<file path="src/logic/intc_defs.svh">
// Address map, reset values and field codes of the interrupt flag registers
`ifndef INTC_DEFS_SVH
`define INTC_DEFS_SVH

// ----------------------------------------
// Register addresses
// ----------------------------------------
`define ADDR_REQ0L 16'hFFE0
`define ADDR_REQ0H 16'hFFE1
`define ADDR_REQ1L 16'hFFE2
`define ADDR_MASK0L 16'hFFE4
`define ADDR_MASK0H 16'hFFE5
`define ADDR_MASK1L 16'hFFE6
`define ADDR_PRIO0L 16'hFFE8
`define ADDR_PRIO0H 16'hFFE9
`define ADDR_PRIO1L 16'hFFEA
`define ADDR_EDGE0 16'hFFEC
`define ADDR_EDGE1 16'hFFED

// ----------------------------------------
// Reset values
// ----------------------------------------
`define RST_REQ 8'h00
`define RST_MASK 8'hFF
`define RST_PRIO 8'hFF
`define RST_EDGE 8'h00

// ----------------------------------------
// Field positions and codes
// ----------------------------------------
`define NUM_SRC 19
`define SRC_WDT 0
`define BIT_TEST 7
`define EDGE_FALL 2'h0
`define EDGE_RISE 2'h1
`define EDGE_BOTH 2'h3

`endif

</file>
<file path="src/logic/intc_pkg.sv">
// Types shared by the interrupt flag register block
package intc_pkg;
    // Width of one CPU memory access
    typedef enum logic [1:0] {
        ACC_BIT,
        ACC_BYTE,
        ACC_WORD
    } access_width_t;
endpackage : intc_pkg

</file>
<file path="src/logic/pin_edge_detect.sv">
// Synchronised edge detection for the external interrupt pins
`timescale 1ns/1ns
`include "intc_defs.svh"
module pin_edge_detect #(
    parameter int NPINS = 7
) (
    // Clock and reset
    input wire logic i_clk,
    input wire logic i_reset,
    // Pins and 2-bit edge codes, pin 0 in the low bits
    input wire logic [NPINS-1:0] i_pin,
    input wire logic [2*NPINS-1:0] i_edge_sel,
    // One-cycle event per pin
    output logic [NPINS-1:0] o_event
);
    logic [NPINS-1:0] sync1; // First stage, read only by sync2
    logic [NPINS-1:0] sync2; // Second stage
    logic [NPINS-1:0] prev; // Last synchronised level
    logic [NPINS-1:0] next_sync1;
    logic [NPINS-1:0] next_sync2;
    logic [NPINS-1:0] next_prev;
    logic [NPINS-1:0] next_event;

    // ----------------------------------------
    // Next state
    // ----------------------------------------
    always_comb begin
        next_sync1 = i_pin;
        next_sync2 = sync1;
        next_prev = sync2;
        for (int p = 0; p < NPINS; p++) begin
            // Prohibited code 10 detects nothing rather than guessing
            unique case (i_edge_sel[2*p +: 2])
                `EDGE_FALL: next_event[p] = prev[p] & ~sync2[p];
                `EDGE_RISE: next_event[p] = ~prev[p] & sync2[p];
                `EDGE_BOTH: next_event[p] = prev[p] ^ sync2[p];
                default: next_event[p] = 1'b0;
            endcase
        end
    end

    // ----------------------------------------
    // Registers
    // ----------------------------------------
    always_ff @(posedge i_clk) begin
        if (i_reset) begin
            sync1 <= '0;
            sync2 <= '0;
            prev <= '0;
            o_event <= '0;
        end else begin
            sync1 <= next_sync1;
            sync2 <= next_sync2;
            prev <= next_prev;
            o_event <= next_event;
        end
    end
endmodule : pin_edge_detect

</file>
<file path="src/logic/interrupt_flag_control_regs.sv">
// Request, mask, priority and edge-mode registers of the interrupt unit
`timescale 1ns/1ns
`include "intc_defs.svh"
module interrupt_flag_control_regs
    import intc_pkg::*;
(
    // Clock and reset
    input wire logic I_CLK,
    input wire logic I_RESET,
    // CPU memory access
    input wire logic [15:0] I_ADDR,
    input wire logic I_WR,
    input wire logic I_RD,
    input wire access_width_t I_WIDTH,
    input wire logic [2:0] I_BIT,
    input wire logic [15:0] I_WDATA,
    output logic [15:0] O_RDATA,
    // Interrupt sources
    input wire logic [6:0] I_PIN,
    input wire logic I_WDT_OVF,
    input wire logic I_WDT_INTERVAL,
    input wire logic [10:0] I_INT_SRC,
    input wire logic I_3W_CH2_DONE,
    input wire logic I_TEST_EVT,
    // Acknowledge from the CPU core
    input wire logic I_ACK,
    input wire logic [4:0] I_ACK_ID,
    // Request towards the CPU core
    output logic O_IRQ_VALID,
    output logic [4:0] O_IRQ_ID,
    output logic O_IRQ_LOW,
    output logic O_STANDBY_RELEASE
);
    // ----------------------------------------
    // State
    // ----------------------------------------
    logic [`NUM_SRC-1:0] req; // Request flags, default order
    logic req_test; // Test input flag
    logic [`NUM_SRC-1:0] mask; // Mask flags
    logic mask_test; // Test input standby mask
    logic [`NUM_SRC-1:0] prio; // Priority flags, 1 = low group
    logic [7:0] edge0; // Pins 0-2 edge modes in bits 7:2
    logic [7:0] edge1; // Pins 3-6 edge modes
    logic [`NUM_SRC-1:0] next_req;
    logic next_req_test;
    logic [`NUM_SRC-1:0] next_mask;
    logic next_mask_test;
    logic [`NUM_SRC-1:0] next_prio;
    logic [7:0] next_edge0;
    logic [7:0] next_edge1;
    logic [15:0] next_rdata;
    logic next_irq_valid;
    logic [4:0] next_irq_id;
    logic next_irq_low;
    logic next_standby;

    // Byte images as software sees them
    logic [7:0] req_img [3];
    logic [7:0] mask_img [3];
    logic [7:0] prio_img [3];
    logic [7:0] nreq [3];
    logic [7:0] nmask [3];
    logic [7:0] nprio [3];

    // Events from the sources
    logic [6:0] pin_evt; // Pin edges after synchronisation
    logic [`NUM_SRC-1:0] src_set; // Set requests per flag
    logic [`NUM_SRC-1:0] elig; // Request and not masked
    logic [`NUM_SRC-1:0] elig_high; // Eligible in high group

    // ----------------------------------------
    // Pin edge detection
    // ----------------------------------------
    pin_edge_detect #(
        .NPINS(7)
    ) u_edges (
        .i_clk(I_CLK),
        .i_reset(I_RESET),
        .i_pin(I_PIN),
        .i_edge_sel({edge1, edge0[7:2]}),
        .o_event(pin_evt)
    );

    // ----------------------------------------
    // Helpers
    // ----------------------------------------
    // New value of one byte register after the current access
    function automatic logic [7:0] wr_byte(input logic [7:0] cur, input logic [15:0] a,
                                           input logic bit_ok, input logic word_ok);
        logic [7:0] r;
        r = cur;
        if (I_WR) begin
            unique case (I_WIDTH)
                ACC_BIT: begin
                    if (bit_ok && I_ADDR == a) begin
                        r[I_BIT] = I_WDATA[0];
                    end
                end
                ACC_BYTE: begin
                    if (I_ADDR == a) begin
                        r = I_WDATA[7:0];
                    end
                end
                ACC_WORD: begin
                    // Word pairs sit at even addresses, low byte first
                    if (word_ok && {I_ADDR[15:1], 1'b0} == a) begin
                        r = I_WDATA[7:0];
                    end else if (word_ok && {I_ADDR[15:1], 1'b1} == a) begin
                        r = I_WDATA[15:8];
                    end
                end
                default: r = cur;
            endcase
        end
        return r;
    endfunction : wr_byte

    // Lowest set index, which is the highest default priority
    // Plain scan: a long chain, but short enough for one cycle at this clock
    function automatic logic [4:0] first_set(input logic [`NUM_SRC-1:0] v);
        logic [4:0] idx;
        idx = 5'h00;
        for (int i = `NUM_SRC - 1; i >= 0; i--) begin
            if (v[i]) begin
                idx = 5'(i);
            end
        end
        return idx;
    endfunction : first_set

    // Read value of one byte address, zero when unmapped
    function automatic logic [7:0] rd_byte(input logic [15:0] a);
        logic [7:0] r;
        unique case (a)
            `ADDR_REQ0L: r = req_img[0];
            `ADDR_REQ0H: r = req_img[1];
            `ADDR_REQ1L: r = req_img[2];
            // Watchdog mask returns its stored bit in watchdog mode 1
            `ADDR_MASK0L: r = mask_img[0];
            `ADDR_MASK0H: r = mask_img[1];
            `ADDR_MASK1L: r = mask_img[2];
            `ADDR_PRIO0L: r = prio_img[0];
            `ADDR_PRIO0H: r = prio_img[1];
            `ADDR_PRIO1L: r = prio_img[2];
            `ADDR_EDGE0: r = edge0;
            `ADDR_EDGE1: r = edge1;
            default: r = 8'h00;
        endcase
        return r;
    endfunction : rd_byte

    // ----------------------------------------
    // Byte images and source mapping
    // ----------------------------------------
    // Group 1 reserved bits read back as software must write them
    always_comb begin
        req_img[0] = req[7:0];
        req_img[1] = req[15:8];
        req_img[2] = {req_test, 4'h0, req[18:16]};
        mask_img[0] = mask[7:0];
        mask_img[1] = mask[15:8];
        mask_img[2] = {mask_test, 4'hF, mask[18:16]};
        prio_img[0] = prio[7:0];
        prio_img[1] = prio[15:8];
        prio_img[2] = {5'h1F, prio[18:16]};
        // Watchdog, pins 0-6, then serial, timers and converter
        src_set = {I_INT_SRC[10:4], I_INT_SRC[3] | I_3W_CH2_DONE, I_INT_SRC[2:0],
                   pin_evt, I_WDT_OVF & I_WDT_INTERVAL};
    end

    // ----------------------------------------
    // Flag registers, next values
    // ----------------------------------------
    always_comb begin
        nreq[0] = wr_byte(req_img[0], `ADDR_REQ0L, 1'b1, 1'b1);
        nreq[1] = wr_byte(req_img[1], `ADDR_REQ0H, 1'b1, 1'b1);
        nreq[2] = wr_byte(req_img[2], `ADDR_REQ1L, 1'b1, 1'b0);
        nmask[0] = wr_byte(mask_img[0], `ADDR_MASK0L, 1'b1, 1'b1);
        nmask[1] = wr_byte(mask_img[1], `ADDR_MASK0H, 1'b1, 1'b1);
        nmask[2] = wr_byte(mask_img[2], `ADDR_MASK1L, 1'b1, 1'b0);
        nprio[0] = wr_byte(prio_img[0], `ADDR_PRIO0L, 1'b1, 1'b1);
        nprio[1] = wr_byte(prio_img[1], `ADDR_PRIO0H, 1'b1, 1'b1);
        nprio[2] = wr_byte(prio_img[2], `ADDR_PRIO1L, 1'b1, 1'b0);
        // Edge registers ignore bit and word writes
        next_edge0 = wr_byte(edge0, `ADDR_EDGE0, 1'b0, 1'b0);
        next_edge1 = wr_byte(edge1, `ADDR_EDGE1, 1'b0, 1'b0);
        next_edge0[1:0] = 2'h0;
        // Software write first, a zero write clears
        next_req = {nreq[2][2:0], nreq[1], nreq[0]};
        next_req_test = nreq[2][`BIT_TEST];
        next_mask = {nmask[2][2:0], nmask[1], nmask[0]};
        next_mask_test = nmask[2][`BIT_TEST];
        next_prio = {nprio[2][2:0], nprio[1], nprio[0]};
        // Acknowledge clears the serviced flag
        // Ids above 18 are ignored so the index never leaves the vector
        if (I_ACK && I_ACK_ID < 5'(`NUM_SRC)) begin
            next_req[I_ACK_ID] = 1'b0;
        end
        // Watchdog flag held at zero outside interval mode
        if (!I_WDT_INTERVAL) begin
            next_req[`SRC_WDT] = 1'b0;
        end
        // Events set last so they win over any clear
        next_req = next_req | src_set;
        next_req_test = next_req_test | I_TEST_EVT;
    end

    // ----------------------------------------
    // Arbitration and read data, next values
    // ----------------------------------------
    always_comb begin
        elig = req & ~mask;
        elig_high = elig & ~prio;
        next_irq_valid = |elig;
        // High group first, then default order within the group
        if (|elig_high) begin
            next_irq_id = first_set(elig_high);
            next_irq_low = 1'b0;
        end else begin
            next_irq_id = first_set(elig);
            next_irq_low = |elig;
        end
        // Test flag only wakes from standby, never vectors
        next_standby = (|elig) | (req_test & ~mask_test);
        next_rdata = 16'h0000;
        if (I_RD) begin
            if (I_WIDTH == ACC_WORD) begin
                next_rdata = {rd_byte({I_ADDR[15:1], 1'b1}), rd_byte({I_ADDR[15:1], 1'b0})};
            end else begin
                next_rdata = {8'h00, rd_byte(I_ADDR)};
            end
        end
    end

    // ----------------------------------------
    // Registers
    // ----------------------------------------
    always_ff @(posedge I_CLK) begin
        if (I_RESET) begin
            // Group 1 reserved bits are not stored, only the live bits reset
            req <= {3'h0, `RST_REQ, `RST_REQ};
            req_test <= 1'b0;
            mask <= {3'h7, `RST_MASK, `RST_MASK};
            mask_test <= 1'b1;
            prio <= {3'h7, `RST_PRIO, `RST_PRIO};
            edge0 <= `RST_EDGE;
            edge1 <= `RST_EDGE;
            O_RDATA <= 16'h0000;
            O_IRQ_VALID <= 1'b0;
            O_IRQ_ID <= 5'h00;
            O_IRQ_LOW <= 1'b0;
            O_STANDBY_RELEASE <= 1'b0;
        end else begin
            req <= next_req;
            req_test <= next_req_test;
            mask <= next_mask;
            mask_test <= next_mask_test;
            prio <= next_prio;
            edge0 <= next_edge0;
            edge1 <= next_edge1;
            O_RDATA <= next_rdata;
            O_IRQ_VALID <= next_irq_valid;
            O_IRQ_ID <= next_irq_id;
            O_IRQ_LOW <= next_irq_low;
            O_STANDBY_RELEASE <= next_standby;
        end
    end
endmodule : interrupt_flag_control_regs

</file>
<file path="config.mk">
export PLATFORM = sky130hd
export DESIGN_NAME = interrupt_flag_control_regs
export DESIGN_NICKNAME = d
export VERILOG_FILES = /design/src/logic/intc_pkg.sv /design/src/logic/pin_edge_detect.sv /design/src/logic/interrupt_flag_control_regs.sv
export VERILOG_INCLUDE_DIRS = /design/src /design/src/logic
export SDC_FILE = /design/constraint.sdc
export NUM_CORES = 1
export LEC_CHECK = 0
export BUFFER_PORTS_ARGS = -buffer_cell sky130_fd_sc_hd__buf_2
export CORE_UTILIZATION = 40
export DETAILED_ROUTE_END_ITERATION = 8
export GPL_TIMING_DRIVEN = 1
export PLACE_DENSITY_LB_ADDON = 0.1
export SYNTH_ARGS = -nofsm -noshare
export SYNTH_HDL_FRONTEND = slang
export SYNTH_SLANG_ARGS = --single-unit
</file>
<file path="constraint.sdc">
create_clock -name I_CLK -period 3.2 [get_ports I_CLK]
set_input_delay 0.32 -clock I_CLK [delete_from_list [all_inputs] [get_ports I_CLK]]
set_output_delay 0.32 -clock I_CLK [all_outputs]
set_load 0.005 [all_outputs]
</file>
### Word-level counts from Yosys, hierarchy flattened

Cells that the tools add are included.

* register bits after elaboration: 127
* input port bits: 69
* output and inout port bits: 24
* logic and storage cells: 252

* magnitude comparators: 5
* equal/unequal tests: 48
* multiplexer cells: 101
* bitwise operators: 50
* reduce and logical (&&, ||, !) cells: 26

Operators with widths (number)
* two-way mux 8 bit: 26
* two-way mux 5 bit: 39
* == test 16 bit (second input constant): 11
* case mux 8 bit (3 select lines): 6
* == test 15 bit (second input constant): 7
* case mux 8 bit (11 select lines): 1
* bitwise mux 8 bit: 9
* AND 19 bit: 3
* inverter 19 bit: 3
* case mux 8 bit (7 select lines): 1
* OR reduction 19 bit: 2
* case mux 8 bit (2 select lines): 2
* case mux 8 bit (4 select lines): 1
* inequality test 2 bit (second input constant): 14
* case mux 1 bit (3 select lines): 7
* AND reduction 5 bit: 4
* OR reduction 20 bit: 1
* two-way mux 19 bit: 1
* OR 19 bit: 1
* inverter 1 bit: 17
* AND 1 bit: 16
* == test 2 x 1 -> 1 bit (second input constant): 8
* == test 2 bit (second input constant): 8
* zero test 2 bit: 8
* 19 further kinds: 34

### Depth between registers and ports, before layout

* depth after elaboration: 23
* mapped depth: 10
* depth with buffers taken out: 8

### By module

From an unflattened synthesis, not the netlist that was laid out.

* cells, all modules: 972
* area, all modules: 7878.8 µm²

Modules (own cells, without submodules)
* interrupt_flag_control_regs: times used 1, cells an instance 864, area an instance 6718.9 µm², sequential area each 1941.9 µm²
* pin_edge_detect: times used 1, cells an instance 108, area an instance 1159.9 µm², sequential area each 560.5 µm²

### Worst setup path before layout

OpenSTA, ideal clock, no wires.

* path type: input port to flip-flop
* start point: input I_WIDTH[0]
* end point: register mask[12]
* setup time: 122 ps
* arrival: 2069 ps
* setup slack: 1009 ps
* cell stages on the path: 9
* cells stage by stage: inv_1 -> ha_1 -> or2_1 -> clkbuf_1 -> or3_1 -> nand2_1 -> buf_2 -> nand2_1 -> a221o_1

* word-level cells in the longest chain between the ends: 3
* elaborated cells between the ends (all ways): 9
* classes of those cells: 5 x eq/ne; 1 x mux; 3 x reduce/logical

RTL lines
* start: declaration: RTL line interrupt_flag_control_regs.sv:14 `input wire access_width_t I_WIDTH,`
* == test 2 x 1 -> 1 bit, or another cell as far along: RTL line interrupt_flag_control_regs.sv:93 `unique case (I_WIDTH)`
* inequality test 2 bit (no source line) / nonzero test 3 bit (equally long branches)
* AND reduction 5 bit (no source line)
* end signal: assignment: RTL line interrupt_flag_control_regs.sv:243 `` mask <= {3'h7, `RST_MASK, `RST_MASK}; ``
* end signal: assignment: RTL line interrupt_flag_control_regs.sv:256 `mask <= next_mask;`
* end: declaration: RTL line interrupt_flag_control_regs.sv:39 `` logic [`NUM_SRC-1:0] mask; ``

Several ways; a longest one is shown, not always the timed one.
A chain may end at the register's enable or synchronous reset.

### Worst setup path after layout

* start point: register mask[11]
* end point: register O_IRQ_ID[2]

* word-level cells in the longest chain between the ends: 16
* elaborated cells between the ends (all ways): 29
* classes of those cells: 25 x mux; 3 x bitwise; 1 x reduce/logical

RTL lines
* inverter 19 bit (*): RTL line interrupt_flag_control_regs.sv:212 `elig = req & ~mask;`
* AND 19 bit (*): RTL line interrupt_flag_control_regs.sv:212
* AND 19 bit: RTL line interrupt_flag_control_regs.sv:213 `elig_high = elig & ~prio;`
* two-way mux 5 bit (12 in a row): RTL line interrupt_flag_control_regs.sv:124 `if (v[i]) begin`
* two-way mux 5 bit (*): RTL line interrupt_flag_control_regs.sv:216 `if (|elig_high) begin`
* end signal: assignment: RTL line interrupt_flag_control_regs.sv:263 `O_IRQ_ID <= next_irq_id;`
* end: declaration: RTL line interrupt_flag_control_regs.sv:30 `output logic [4:0] O_IRQ_ID,`

Mark *: on every way between the ends. The rest lies on a longest branch, timed or not.

==> impl_metrics.toml <==
[critical_path]
cp_max_fo = 5
r2r-end = "O_IRQ_ID[2]$_SDFF_PP0_"
path_class = "reg -> reg"
critPathLaunchType = "flip-flop"
ff2ff_path_depth = 6
startpoint = "mask[11]$_SDFFE_PP1P_"
worstPathRequired_ns = 3.56
r2r_start = "mask[11]$_SDFFE_PP1P_"
regToRegSetupSlack_ns = 0.81
crit_end = "O_IRQ_ID[2]$_SDFF_PP0_"
endpoint_kind = "flip-flop"
critical_path_arrival_ns = 2.75

[sta]
hold_viol = 0
setup_ws_ns = 0.8081
rsz0062_at_grt = "false"
tns_ns = 0
setup_viol = 0
slew_violations = 0
fin_skew_ns = 0.01136
tightest_slew_ns = 0.8794
slew_headroom_pct = 41.25
post-route-min-period_ns = 2.392
period_share_pct = 74.75
fmax_mhz = 418.1
holdWs_ns = 0.09897

[placement]
preCtsSetupSlack_ns = 0.6978
hpwl_um = 22830
place.gp.congestion = 1.005
placed_area_um2 = 8493
io_buffer_count = 92

[yosys]
synth-edff-count = 0
synth-async-reset-ratio_pct = 0
ys.flop_type = "dfxtp_1"
syn_area_um2 = 7696
ys_warn_count = 0
syn_area_per_cell_um2 = 8.161
seq_area_frac_synth_pct = 32.52
netlist_instances = 943
ys_ff_latch = 125
synth_nets = 1030
ys_types = 75

[floorplan]
die_x_um = 140.7
fp-row-count = 50
core_um2 = 18770
die_h_um = 140.7
start_util_pct = 41.01
io_pins = 93
dieArea_um2 = 19800

[cts]
postCtsHoldBufs = 0
cts.sinks = 125
cts_made_buffers = 17
path_clk_slew_ns = 0.06
clk_latency_ns = 0.43
cts-htree-levels = 4
cts_resized = 0
cts_setup_buffers = 0
cts_buffer_depth = 2
cts_root_buffer = "clkbuf_16"
cts_tree = "yes"

[drt]
route.detailed.drc = 0
initialDrtViolationCount = 1131
viasPerCell = 6.300
vias = 8070
wl_per_cell_um = 23.29
drt_pass1_iterations = 7
wl_um = 29830
ant_nets = 0

[final_layout]
final_cell_mix = "125 x dfxtp_1, 115 x nand2_1, 91 x buf_2"
design_area_um2 = 9040
layout_commonest_cell = "dfxtp_1"
area_delta_synth_final_pct = 17.46
antenna_cells = 0
drive_above_1_share_pct = 19.10
fin_nets = 1122

[worst_hold_path]
hold_class = "in -> reg"

[outcome]
status = "finished, final reports clean"

[grt]
grt_antenna_before_repair = 0
grt.overflow.total = 0
grt_use_total_pct = 30.65
grt_max_degree = 65
grt_first_pass_wirelength_um = 44970
first_global_vias = 7236

[power]
p_leak_nw = 3.570
pwr_density_cell_nw_per_um2 = 451.1
vdd_drop_max_v = 0.0003808

[run]
maxCapViolations = 0
[cell families (layout without fill, tap and decap cells)]
kind of cell	count (synthesis)	after routing	share of synthesized area, %
and+or+nand+nor	398	398	27.72
AOI/OAI and AO/OA	268	268	25.49
DFF	125	125	32.52
buffers and inverters	90	194	4.682
muxes	44	44	6.666
adders and majority gates	18	18	2.926
[registers in the layout (all words and copies together) (netlist names)]
| register | count |
|---|---|
| O_IRQ_ID | 5 |
| u_edges.o_event | 7 |
| mask_test | 1 |
| O_STANDBY_RELEASE | 1 |
| O_IRQ_LOW | 1 |
| prio | 19 |
| u_edges.next_prev | 7 |
| O_IRQ_VALID | 1 |
| mask | 19 |
| edge1 | 8 |
| req_test | 1 |
| u_edges.next_sync2 | 7 |
| u_edges.prev | 7 |
| edge0 | 6 |
| req | 19 |
| O_RDATA | 16 |
[metal layers]
metal,wire length (um),vias up,GRT usage (%)
met5,0,-,0
met4,1289,0,12.64
met3,3243,83,7.201
met2,12890,515,46.98
met1,12410,3774,41.23
li1,-,3698,-
[cell usage after synthesis, types with 4 or more instances]
master	number	area, um^2
mux2i_1	31	310.3
nand2b_1	34	212.7
o21a_1	6	45.04
a21oi_1	39	195.2
inv_1	34	127.6
o21ai_0	49	245.2
mux4_2	5	112.6
dfxtp_1	125	2502
or3_1	9	56.30
o221ai_1	4	35.03
nor4_4	4	85.08
a221oi_1	14	122.6
o22ai_1	17	106.4
and2_1	9	56.30
nand4_1	7	43.79
a221o_1	36	360.4
o211ai_1	5	37.54
ha_1	18	225.2
nor3_1	19	95.09
nand2_1	115	431.7
a22o_1	6	52.55
nand3b_1	7	52.55
a222oi_1	7	70.07
mux2_2	8	90.09
buf_2	12	60.06
nor4_1	6	37.54
a22oi_1	25	187.7
clkbuf_1	36	135.1
or2_2	4	25.02
nand3_1	18	90.09
and3_1	7	43.79
nor2_1	90	337.8
a21o_1	5	37.54
nor2b_1	26	162.7
nor3b_1	17	127.6
buf_1	5	18.77
a211oi_1	13	97.59
a31oi_1	7	43.79
[layout make-up]
| cell class | count | area (um^2) |
|---|---|---|
| timing repair buffer | 128 | 733.2 |
| inverter | 35 | 131.4 |
| fill | 1849 | 9728 |
| tap | 234 | 292.8 |
| sequential | 125 | 2502 |
| multi-input combinational | 728 | 4833 |
| clock inverter | 13 | 117.6 |
| clock buffer | 18 | 429.2 |
[critical path, stage by stage (launching register included)]
cell and delay, ns:
dfxtp_1 0.47, nand2b_1 0.27, o22ai_1 0.17, or4_1 0.59, nor3_1 0.51, nand4_1 0.16, a21oi_1 0.14
[stage by stage]
stage / cells / util (%) / power (mW)
6_report: 1281 / 48.17 / 4.078
3_3_place_gp: 1250 / 45.25 / 2.269
5_1_grt: 1281 / 48.17 / 4.212
3_5_place_dp: 1250 / 45.25 / 2.266
2_1_floorplan: 943 / - / 2.034
4_1_cts: 1281 / 48.17 / 4.081
[worst min path at each step]
| stage | start | end | slack [ns] | depth (start not counted) |
|---|---|---|---|---|
| after CTS | I_PIN[6] | u_edges.next_sync2[6]$_SDFF_PP0_ | 0.09 | 2 |
| final | I_PIN[4] | u_edges.next_sync2[4]$_SDFF_PP0_ | 0.1 | 2 |
| after detailed placement | u_edges.next_sync2[2]$_SDFF_PP0_ | u_edges.next_prev[2]$_SDFF_PP0_ | 0.42 | 1 |
| after floorplan | u_edges.next_sync2[0]$_SDFF_PP0_ | u_edges.next_prev[0]$_SDFF_PP0_ | 0.41 | 1 |
| after global routing | I_PIN[0] | u_edges.next_sync2[0]$_SDFF_PP0_ | 0.1 | 2 |
| after global placement | u_edges.next_sync2[1]$_SDFF_PP0_ | u_edges.next_prev[1]$_SDFF_PP0_ | 0.42 | 1 |
[report_power, final]
part / switching (mW) / total, mW / internal [mW]
Sequential: 0.0677 / 1.68 / 1.62
Combinational: 0.357 / 0.570 / 0.213
Clock: 0.760 / 1.83 / 1.07
Note: power is estimated with default switching activity, not from simulation.
